$ cat src/include/opmode_pkg.sv
// shared constants and types for the power-on operation mode selector
package opmode_pkg;
    typedef enum logic [1:0] {MODE_EXT, MODE_PU, MODE_NET, MODE_COMBINED} mode_t;

    ////////////////////////////////////////////////////////////////////////////////
    // apb register byte offsets
    localparam int APB_AW = 4;
    localparam logic [3:0] OFF_MODE_CFG = 4'h0;
    localparam logic [3:0] OFF_RESTART_CFG = 4'h4;
    localparam logic [3:0] OFF_SWITCH_CMD = 4'h8;
    localparam logic [3:0] OFF_MODE_STATUS = 4'hc;

    ////////////////////////////////////////////////////////////////////////////////
    // field positions
    localparam int OPSEL_LSB = 0;
    localparam int OPSEL_W = 3;
    localparam int STARTUP_LSB = 4;
    localparam int STARTUP_W = 4;
    localparam int COAST_LSB = 0;
    localparam int COAST_W = 16;
    localparam int UGRP_BIT = 16;
    localparam int CMD_EXT_BIT = 0;
    localparam int CMD_PU_BIT = 1;
    localparam int CMD_NET_BIT = 2;
    localparam int CMD_RESET_BIT = 3;
    localparam int CMD_CLR_SW_BIT = 4;
    localparam int CMD_CLR_WR_BIT = 5;
    localparam int ST_MODE_LSB = 0;
    localparam int ST_SWREF_BIT = 4;
    localparam int ST_WRREF_BIT = 5;
    localparam int ST_BLOCK_BIT = 6;
    localparam int ST_RUN_BIT = 7;
    localparam int ST_STOP_BIT = 8;

    ////////////////////////////////////////////////////////////////////////////////
    // setting codes
    localparam logic [2:0] OPSEL_FREE = 3'h0;
    localparam logic [2:0] OPSEL_PU = 3'h1;
    localparam logic [2:0] OPSEL_NO_PU = 3'h2;
    localparam logic [2:0] OPSEL_COMB1 = 3'h3;
    localparam logic [2:0] OPSEL_COMB2 = 3'h4;
    localparam logic [2:0] OPSEL_ILLEGAL = 3'h5;
    localparam logic [2:0] OPSEL_RUN_SW = 3'h6;
    localparam logic [2:0] OPSEL_STOP_SEL = 3'h7;
    localparam logic [3:0] SU_DIRECT = 4'h0;
    localparam logic [3:0] SU_NET = 4'h1;
    localparam logic [3:0] SU_NET_KEEP = 4'h2;
    localparam logic [3:0] SU_NET_PANEL = 4'ha;
    localparam logic [3:0] SU_NET_PANEL_KEEP = 4'hc;
    localparam logic [15:0] COAST_NO_RESTART = 16'h270f;

    ////////////////////////////////////////////////////////////////////////////////
    // reset values and permission masks (bit index = mode code)
    localparam logic [2:0] OPSEL_RST = 3'h0;
    localparam logic [3:0] STARTUP_RST = 4'h0;
    localparam logic [15:0] COAST_RST = 16'h270f;
    localparam logic UGRP_RST = 1'b0;
    localparam logic [3:0] ALLOW_EXT = 4'h1;
    localparam logic [3:0] ALLOW_PU = 4'h2;
    localparam logic [3:0] ALLOW_NET = 4'h4;
    localparam logic [3:0] ALLOW_COMB = 4'h8;

    ////////////////////////////////////////////////////////////////////////////////
    // pin indices in the synchroniser vector
    localparam int PIN_STOP = 0;
    localparam int PIN_EXT_SEL = 1;
    localparam int PIN_PU_NET = 2;
    localparam int PIN_PU_EXT = 3;
    localparam int PIN_KEY = 4;
    localparam int PIN_RUN = 5;
    localparam int PIN_COMM = 6;
    localparam int PIN_RESTORE = 7;
    localparam int PIN_START = 8;
    localparam int PIN_COUNT = 9;
endpackage

$ cat src/include/policy_if.sv
// settings to mode-permission link between the selector and its policy table
`timescale 1ns/100ps
interface policy_if;
    import opmode_pkg::*;
    logic [2:0] opsel;
    logic [3:0] startup;
    logic stop_on;
    mode_t init_mode;
    logic [3:0] allow;
    logic run_switch_ok;
    modport ctrl (output opsel, startup, stop_on, input init_mode, allow, run_switch_ok);
    modport policy (input opsel, startup, stop_on, output init_mode, allow, run_switch_ok);
endinterface

$ cat src/hdl/power_on_operation_mode_select.sv
// operation mode selection at power-on, restoration and reset, with apb settings
//
// Decided for this implementation: the placing of the registers and the APB interface to the registers.
`timescale 1ns/100ps
// Operation
// - startup 0, sel 0: External, all switching
// - sel 1: PU mode, fixed
// - startup 0, sel 2: External/Network only, no PU
// - sel 3 or 4: combined mode, no switching
// - startup 0, sel 6: switch even while running
// - startup 0/1/2, sel 7, stop input on: as sel 0
// - sel 7, stop input off: External forced
// - startup 1/2: Network start, same switching
// - startup 10/12: Network start, panel PU/Network
// - startup 10/12, sel 0: PU/Network only
// - startup 10/12, sel 2: Network fixed
// - startup 10/12, sel 6: PU/Network while running
// - startup 2/12: keep mode over power dip
// - coasting not 9999: resume run after dip
// - startup 1/10: held start dropped after dip
// - key switches PU/External, or PU/Network where External is barred; toggle inputs switch PU/Network, PU/External
// - mode settings written only while stopped
// - startup setting needs group 0 or option
// - priority: sel, stop, ext, toggles, startup
module power_on_operation_mode_select (
    input wire logic pclk, // 200 MHz clock
    input wire logic presetn, // async reset, low
    input wire logic psel, // apb select
    input wire logic penable, // apb enable
    input wire logic pwrite, // apb direction
    input wire logic [opmode_pkg::APB_AW-1:0] paddr, // apb byte address
    input wire logic [31:0] pwdata, // apb write data
    output logic [31:0] prdata, // apb read data
    output logic pready, // apb ready
    output logic pslverr, // apb error, unmapped address
    input wire logic output_stop_input, // output-stop pin
    input wire logic external_select_input, // external select pin
    input wire logic pu_network_toggle_input, // pu/network toggle pin
    input wire logic pu_external_toggle_input, // pu/external toggle pin
    input wire logic panel_mode_key, // panel mode key
    input wire logic motor_running, // motor running status
    input wire logic comm_option_connected, // communication option present
    input wire logic power_restored, // high once supply is back after a dip
    input wire logic start_command_in, // raw start command
    output opmode_pkg::mode_t op_mode, // current operation mode
    output logic start_command, // start command after dip filtering
    output logic resume_run // one-cycle pulse: resume previous state
);
    import opmode_pkg::*;

    policy_if pol ();
    mode_policy u_policy (
        .pol(pol)
    );

    ////////////////////////////////////////////////////////////////////////////////
    // pin synchronisers: a change counts once stages two and three agree
    logic [PIN_COUNT-1:0] meta_q;
    logic [PIN_COUNT-1:0] sync2_q;
    logic [PIN_COUNT-1:0] sync3_q;
    logic [PIN_COUNT-1:0] pin_q;
    wire [PIN_COUNT-1:0] pin_raw = {start_command_in, power_restored, comm_option_connected,
        motor_running, panel_mode_key, pu_external_toggle_input, pu_network_toggle_input,
        external_select_input, output_stop_input};
    wire [PIN_COUNT-1:0] agree = ~(sync2_q ^ sync3_q);
    wire [PIN_COUNT-1:0] pin_d = (agree & sync3_q) | (~agree & pin_q);
    wire [PIN_COUNT-1:0] pin_chg = pin_d ^ pin_q;

    always_ff @(posedge pclk or negedge presetn) begin
        if (!presetn) begin
            meta_q <= '0;
            sync2_q <= '0;
            sync3_q <= '0;
            pin_q <= '0;
        end else begin
            meta_q <= pin_raw;
            sync2_q <= meta_q;
            sync3_q <= sync2_q;
            pin_q <= pin_d;
        end
    end

    // levels seen by the mode logic
    wire stop_on = pin_q[PIN_STOP];
    wire running = pin_q[PIN_RUN];
    wire comm_on = pin_q[PIN_COMM];
    wire start_lvl = pin_q[PIN_START];

    // key and restore act on the rising edge only
    wire key_evt = pin_chg[PIN_KEY] & pin_d[PIN_KEY];
    wire restore_evt = pin_chg[PIN_RESTORE] & pin_d[PIN_RESTORE];

    ////////////////////////////////////////////////////////////////////////////////
    // apb decode; zero wait states, data captured in the setup cycle
    logic [2:0] opsel_q;
    logic [3:0] startup_q;
    logic [15:0] coast_q;
    logic ugrp_q;
    logic sw_ref_q;
    logic wr_ref_q;
    logic block_q;
    logic init_done_q;
    logic slverr_q;
    mode_t mode_q;
    logic [31:0] prdata_q;
    logic [31:0] status_word;

    wire setup = psel & ~penable;
    wire access = psel & penable;
    wire wr = access & pwrite;

    wire hit_cfg = paddr == OFF_MODE_CFG;
    wire hit_restart = paddr == OFF_RESTART_CFG;
    wire hit_cmd = paddr == OFF_SWITCH_CMD;
    wire hit_status = paddr == OFF_MODE_STATUS;
    wire mapped = hit_cfg | hit_restart | hit_cmd | hit_status;

    // an unmapped access is answered with an error and ignored
    wire cfg_wr = wr & hit_cfg & ~slverr_q;
    wire restart_wr = wr & hit_restart;
    wire cmd_wr = wr & hit_cmd;

    always_comb begin
        status_word = '0;
        status_word[ST_MODE_LSB +: 2] = mode_q;
        status_word[ST_SWREF_BIT] = sw_ref_q;
        status_word[ST_WRREF_BIT] = wr_ref_q;
        status_word[ST_BLOCK_BIT] = block_q;
        status_word[ST_RUN_BIT] = running;
        status_word[ST_STOP_BIT] = stop_on;
    end

    // read images; unused bits read as zero
    wire [31:0] cfg_word = {24'h000000, startup_q, 1'b0, opsel_q};
    wire [31:0] restart_word = {15'h0000, ugrp_q, coast_q};
    wire [31:0] rd_data = hit_cfg ? cfg_word : hit_restart ? restart_word :
        hit_status ? status_word : 32'h00000000;

    // zero wait states: every access cycle completes
    assign pready = access;
    assign pslverr = access & slverr_q;
    assign prdata = prdata_q;

    always_ff @(posedge pclk or negedge presetn) begin
        if (!presetn) begin
            prdata_q <= 32'h00000000;
            slverr_q <= 1'b0;
        end else if (setup) begin
            prdata_q <= pwrite ? 32'h00000000 : rd_data;
            slverr_q <= ~mapped;
        end
    end

    ////////////////////////////////////////////////////////////////////////////////
    // settings; a refused write leaves every field unchanged
    // fields of a mode_cfg write
    wire [2:0] wr_opsel = pwdata[OPSEL_LSB +: OPSEL_W];
    wire [3:0] wr_startup = pwdata[STARTUP_LSB +: STARTUP_W];
    wire opsel_legal = wr_opsel != OPSEL_ILLEGAL;
    wire startup_legal = (wr_startup == SU_DIRECT) || (wr_startup == SU_NET) ||
        (wr_startup == SU_NET_KEEP) || (wr_startup == SU_NET_PANEL) ||
        (wr_startup == SU_NET_PANEL_KEEP);

    // an unchanged startup value passes even while locked
    wire startup_open = ~ugrp_q | comm_on;
    wire cfg_ok = ~running & opsel_legal & startup_legal &
        (startup_open | (wr_startup == startup_q));

    always_ff @(posedge pclk or negedge presetn) begin
        if (!presetn) begin
            opsel_q <= OPSEL_RST;
            startup_q <= STARTUP_RST;
        end else if (cfg_wr && cfg_ok) begin
            opsel_q <= wr_opsel;
            startup_q <= wr_startup;
        end
    end

    always_ff @(posedge pclk or negedge presetn) begin
        if (!presetn) begin
            coast_q <= COAST_RST;
            ugrp_q <= UGRP_RST;
        end else if (restart_wr) begin
            coast_q <= pwdata[COAST_LSB +: COAST_W];
            ugrp_q <= pwdata[UGRP_BIT];
        end
    end

    // settings and the output-stop level feed the policy table
    assign pol.opsel = opsel_q;
    assign pol.startup = startup_q;
    assign pol.stop_on = stop_on;

    ////////////////////////////////////////////////////////////////////////////////
    // switch requests, highest priority first; the selection setting and the
    // output-stop input act through the allowed-mode mask
    wire ext_sel_on = pin_q[PIN_EXT_SEL];
    wire pu_net_chg = pin_chg[PIN_PU_NET];
    wire pu_ext_chg = pin_chg[PIN_PU_EXT];
    wire sw_req = cmd_wr & (|pwdata[CMD_NET_BIT:CMD_EXT_BIT]);
    wire soft_rst = cmd_wr & pwdata[CMD_RESET_BIT];

    mode_t key_target;
    mode_t sw_target;
    mode_t req_target;
    mode_t mode_d;

    assign key_target = (mode_q != MODE_PU) ? MODE_PU :
        (pol.allow[MODE_EXT] ? MODE_EXT : MODE_NET);
    assign sw_target = pwdata[CMD_EXT_BIT] ? MODE_EXT :
        (pwdata[CMD_PU_BIT] ? MODE_PU : MODE_NET);

    // the select pin is a level: it requests again every cycle
    wire req_valid = ext_sel_on | pu_net_chg | pu_ext_chg | key_evt | sw_req;
    assign req_target = ext_sel_on ? MODE_EXT :
        pu_net_chg ? (pin_d[PIN_PU_NET] ? MODE_PU : MODE_NET) :
        pu_ext_chg ? (pin_d[PIN_PU_EXT] ? MODE_EXT : MODE_PU) :
        key_evt ? key_target : sw_target;

    // a request for the current mode is neither taken nor refused
    wire req_new = req_valid & (req_target != mode_q);
    wire switch_ok = req_new & pol.allow[req_target] &
        (~running | pol.run_switch_ok);
    wire refuse_evt = req_new & ~switch_ok;

    ////////////////////////////////////////////////////////////////////////////////
    // mode register
    wire resume_keep = (startup_q == SU_NET_KEEP) || (startup_q == SU_NET_PANEL_KEEP);
    wire drop_start = (startup_q == SU_NET) || (startup_q == SU_NET_PANEL);

    // power-on, inverter reset, or a dip without the keep setting
    wire load_init = ~init_done_q | soft_rst | (restore_evt & ~resume_keep);

    // a mode made illegal by a settings change or the stop input falls back
    assign mode_d = load_init ? pol.init_mode :
        (!pol.allow[mode_q]) ? pol.init_mode :
        switch_ok ? req_target : mode_q;

    always_ff @(posedge pclk or negedge presetn) begin
        if (!presetn) begin
            mode_q <= MODE_EXT;
            init_done_q <= 1'b0;
        end else begin
            mode_q <= mode_d;
            init_done_q <= 1'b1;
        end
    end

    assign op_mode = mode_q;

    ////////////////////////////////////////////////////////////////////////////////
    // power-dip handling and sticky flags (a set beats a clear)
    // block stays until the start input drops
    wire block_d = (restore_evt & drop_start & start_lvl) | (block_q & start_lvl);

    wire sw_ref_d = refuse_evt | (sw_ref_q & ~(cmd_wr & pwdata[CMD_CLR_SW_BIT]));
    wire wr_ref_d = (cfg_wr & ~cfg_ok) | (wr_ref_q & ~(cmd_wr & pwdata[CMD_CLR_WR_BIT]));

    always_ff @(posedge pclk or negedge presetn) begin
        if (!presetn) begin
            block_q <= 1'b0;
            start_command <= 1'b0;
            resume_run <= 1'b0;
            sw_ref_q <= 1'b0;
            wr_ref_q <= 1'b0;
        end else begin
            block_q <= block_d;
            start_command <= start_lvl & ~block_d;
            resume_run <= restore_evt & (coast_q != COAST_NO_RESTART);
            sw_ref_q <= sw_ref_d;
            wr_ref_q <= wr_ref_d;
        end
    end
endmodule

$ cat src/hdl/mode_policy.sv
// startup mode and allowed-mode table from the two mode settings and the output-stop input
`timescale 1ns/100ps
module mode_policy (
    policy_if.policy pol // settings in, startup mode and permissions out
);
    import opmode_pkg::*;

    wire grp_panel = (pol.startup == SU_NET_PANEL) || (pol.startup == SU_NET_PANEL_KEEP);
    wire grp_net = (pol.startup == SU_NET) || (pol.startup == SU_NET_KEEP);
    wire sel_comb = (pol.opsel == OPSEL_COMB1) || (pol.opsel == OPSEL_COMB2);
    wire sel_stop = pol.opsel == OPSEL_STOP_SEL;
    wire stop_forced = sel_stop && !pol.stop_on;

    // panel-startup group with selection 7 behaves as startup setting 0
    assign pol.allow = (pol.opsel == OPSEL_PU) ? ALLOW_PU :
        sel_comb ? ALLOW_COMB :
        stop_forced ? ALLOW_EXT :
        (pol.opsel == OPSEL_NO_PU) ? (grp_panel ? ALLOW_NET : (ALLOW_EXT | ALLOW_NET)) :
        (grp_panel && !sel_stop) ? (ALLOW_PU | ALLOW_NET) :
        (ALLOW_EXT | ALLOW_PU | ALLOW_NET);

    assign pol.init_mode = (pol.opsel == OPSEL_PU) ? MODE_PU :
        sel_comb ? MODE_COMBINED :
        stop_forced ? MODE_EXT :
        (sel_stop && grp_panel) ? MODE_EXT :
        (grp_net || grp_panel) ? MODE_NET :
        MODE_EXT;

    assign pol.run_switch_ok = pol.opsel == OPSEL_RUN_SW;
endmodule

$ cat config.mk
export PLATFORM = sky130hd
export DESIGN_NAME = power_on_operation_mode_select
export DESIGN_NICKNAME = d
export VERILOG_FILES = /design/src/include/opmode_pkg.sv /design/src/include/policy_if.sv /design/src/hdl/power_on_operation_mode_select.sv /design/src/hdl/mode_policy.sv
export SDC_FILE = /design/constraint.sdc
export NUM_CORES = 1
export LEC_CHECK = 0
export BUFFER_PORTS_ARGS = -buffer_cell sky130_fd_sc_hd__clkbuf_2
export CORE_UTILIZATION = 51
export CTS_BUF_LIST = sky130_fd_sc_hd__clkbuf_8
export DETAILED_ROUTE_END_ITERATION = 16
export PLACE_DENSITY_LB_ADDON = 0.08
export SYNTH_ARGS = -nofsm -noshare
export SYNTH_HDL_FRONTEND = slang
export SYNTH_SLANG_ARGS = --single-unit
export TNS_END_PERCENT = 20
$ cat constraint.sdc
create_clock -name pclk -period 2.5 [get_ports pclk]
set_input_delay 0.25 -clock pclk [delete_from_list [all_inputs] [get_ports pclk]]
set_output_delay 0.25 -clock pclk [all_outputs]
set_load 0.01 [all_outputs]
==> metrics.md <==
| Metric | Value |
|---|---|
| Router iterations before antenna repair | 4 |
| Max-slew violations | 0 |
| Routed via count | between 2k and 3k |
| Number of warnings issued by yosys | 0 |
| Number of distinct standard cells referenced by the synthesized netlist | 60 |
| Area of the die | 8100 um^2 |
| Cell with the largest stage delay on the worst path | or4b_4 |
| Skew final | roughly 0.0097 ns |
| Area taken by flip-flops and latches | 2160 um^2 |
| NumNets Final | approximately 500 |
| Top-area cell type share of the netlist area | between 40% and 50% |
| Cells after DPL | between 500 and 600 |
| Max frequency | 396 MHz |
| Final critical-path share of the clock period | 101% |
| Count leader, synth | dfrtp_1 |
| Asr flop ratio synth | 100% |
| Critical path type | reg -> reg |
| Static Leak | approximately 2.3 nW |
| Global-route wire length before repair | between 10,000 and 15,000 um |
| Number of hold-slack violations in the final timing report | 0 |
| Number of maximum-capacitance violations | 0 |
| Cells taking the most area after synthesis | dfrtp_1, mux2_2, dfstp_2, nand2_1, buf_4 |
| Clock Pin Slew Worst Setup and Hold Paths | roughly 0.09 ns |
| Status | finished, violations left |
| Number of storage elements in the synthesis netlist | between 80 and 90 |
| Mapped cell area | roughly 4000 um^2 |
| Num CTS Buffers | 9 |
| Die Span Y | between 80 and 90 um |
| Count of boundary I/O pins | 88 |
| Proportion of layout cells with a drive suffix above 1 | approximately a third |
| Post-DP HPWL | between 5000 and 6000 um |
| Global placement routability congestion | 0.821 |
| Total Power | between 2 and 3 mW |
| Failing checks | negative setup slack |
| Sum of routed wire length over all layers | between 8000 and 9000 um |
| Leading area contributor after synthesis | dfrtp_1 |
| Slew Limit Headroom | around 63% |
| Setup repair after global routing missed its margin | true |
| Critical path capture point type | flip-flop |
| Largest net degree at the start of global routing | 46 |
| Placement Rows | 31 |
| Initial antenna violation count | 0 |
| Number of global-route vias before repair | 2,704 |
| Clock insertion delay at the later pin of the skew report | ~0.35 ns |
| Min Hold Slack | 0.124 ns |
| DR DRC count | 0 |
| Area inside the core boundary | 7370 um^2 |
| Routed Antenna Nets | 0 |
| Final critical path time including I/O delays and setup | between 2 and 3 ns |
| EDFF count, synth | 0 |
| Buffer levels on the longest clock path | 2 |
| Layout Cell Area excl Fill | 4850 um^2 |
| Worst-case setup margin in the final layout | -0.0236 ns |
| IO buf count | 57 |
| Tot GR Track Use | 21.3% |
| Post-route insts no fill | 552 |
| Clock tree from TritonCTS | yes |
| Pre-CTS setup slack | -0.0530 ns |
| Cell area reported after detailed placement | approximately 4500 um^2 |
| Number of DRC violations after detailed-routing iteration 0 | about 130 |
| Die outline width | 90.0 um |
| Post-synthesis average cell area | around 11 um^2 |
| Max IR drop VDD | roughly 0.4 mV |
| Area used by multi-input combinational logic | around 1700 um^2 |
| Worst endpoint required time | 2.74 ns |
| Arrival time at the worst endpoint | between 2 and 3 ns |
| Leftover overflow at the end of global routing | 0 |
| Worst hold path class | in -> reg |
| Peak fanout along the critical path | 4 |
| Synth Flop Type | dfrtp_1 |
| Sequential element share of the synthesized area | 54.8% |
| Area Overhead vs Synth | 22.8% |
| Delay contributed by the slowest stage of the critical path | ~0.53 ns |
| Clock net sink count | between 80 and 90 |
| CP Launch Type | flip-flop |
| Synthesized instance count | 351 |
| Starting Density | between 50% and 60% |
| Most instantiated cells after synthesis | dfrtp_1, nand2_1, mux2_2 |
| FILL cells | 614 |
| Power density over cell area | 598 nW/um^2 |
| Antenna diode count | 0 |
| CTS H-tree lvls | 3 |
| Number of setup violations in the final report | 1 |
| Routed wirelength normalized by instance count | between 10 and 15 um |
| Root buffer cell | clkbuf_8 |
| Crit-path cells | or3b_4 > nand2_1 > o31a_1 > or4b_4 > o311a_4 > o31ai_4 > and4b_1 > a311o_1 |
| Vias per Instance | 5.36 |
| Transition time at the pin with the least slew margin | between 0.5 and 0.6 ns |
state kept, by name (all words and copies together) (netlist names), 2 cells and up, named ones only:
register,count
coast_q,16
meta_q,9
op_mode,2
opsel_q,3
pin_q,4
pol.startup,4
prdata,17
sync2_q,9
sync3_q,9
through the flow:
step,utilization [%],TNS (ns)
6_report,65.8,-0.0236
5_1_grt,65.8,-0.155
4_1_cts,65.1,-0.0124
3_5_place_dp,60.4,-0.0530
3_3_place_gp,60.4,-0.0138
2_1_floorplan,-,0
cell families (layout without fill, tap and decap cells):
| family | after synthesis | in the layout | share of synthesized area [%] |
|---|---|---|---|
| adder cells (fa/ha/maj) | 8 | 8 | 2.03 |
| multiplexers | 26 | 26 | 7.32 |
| buffers and inverters | 43 | 131 | 6.08 |
| AND/OR/NAND/NOR | 107 | 107 | 14.4 |
| flip-flops | 86 | 86 | 54.8 |
| XOR/XNOR | 6 | 6 | 1.33 |
| AO/OA/AOI/OAI | 73 | 73 | 13.9 |
| other | 2 | 16 | 0.190 |
cell type report:
| class | count | share of cell area, % |
|---|---|---|
| sequential | 86 | 44.6 |
| multi-input combinational | 236 | 34.3 |
| timing repair buffer | 106 | 14.0 |
| clock buffer | 10 | 2.84 |
| tap | 99 | 2.55 |
| clock inverter | 6 | 0.955 |
| inverter | 9 | 0.697 |
where the power goes:
group	internal [mW]	total, mW	switching [mW]
clock network	0.395	0.894	0.499
registers	1.50	1.57	0.0708
logic	0.213	0.436	0.222
total	2.11	2.90	0.792
placed cells by master (no fill, tap or decap), drive strengths merged, types with 3 or more instances in the layout:
master / Yosys / final
or4: 3 / 3
clkinvlp: 0 / 3
clkbuf: 9 / 66
and3: 3 / 3
nand2b: 5 / 5
nand2: 41 / 41
dfstp: 8 / 8
dfrtp: 78 / 78
nor2b: 4 / 4
a21oi: 9 / 9
mux2i: 3 / 3
o31ai: 8 / 8
o221ai: 7 / 7
nor2: 15 / 15
xor2: 6 / 6
conb: 2 / 16
inv: 9 / 12
a22o: 10 / 10
a311oi: 3 / 3
and2: 4 / 4
nand3b: 5 / 5
dlygate4sd3: 0 / 10
mux2: 23 / 23
o21ai: 15 / 15
maj3: 8 / 8
nor3: 6 / 6
a311o: 3 / 3
nor3b: 7 / 7
buf: 25 / 40
worst paths after layout:
kind                                      from                      end  slack, ns  depth (start not counted)
min in group asynchronous              presetn    prdata[0]$_DFFE_PN0P_       0.42                          2
min                                 pwdata[12]  coast_q[12]$_DFFE_PN0P_       0.12                          2
max                         pin_q[3]$_DFF_PN0_   op_mode[0]$_DFFE_PN0P_      -0.02                          8
min reg2reg                meta_q[6]$_DFF_PN0_     sync2_q[6]$_DFF_PN0_       0.35                          0
max reg2reg                 pin_q[3]$_DFF_PN0_   op_mode[0]$_DFFE_PN0P_      -0.02                          8
max in group asynchronous              presetn   coast_q[2]$_DFFE_PN1P_       1.38                          3
worst max-delay path: cells and delay by family, from the launching register on:
kind               cells  cell delay (ns)
and+or+nand+nor        4             1.08
AOI/OAI and AO/OA      4             0.94
DFF                    1             0.39
timing repair:
action,CTS,global route
setup endpoints to repair,2,7
buffers inserted,2,4
endpoints found under the hold margin,51,0
pin swaps,1,2
gates resized for setup,8,7
hold buffers,10,0
per-layer routing:
layer / global-route usage (%) / vias up / share of wire, %
met5: 0 / - / 0
li1: - / 1433 / -
met4: 8.20 / 0 / 1.4
met3: 3.38 / 11 / 4.5
met2: 32.3 / 103 / 47
met1: 30.9 / 1410 / 47
Power figures use the tool's default switching activity.
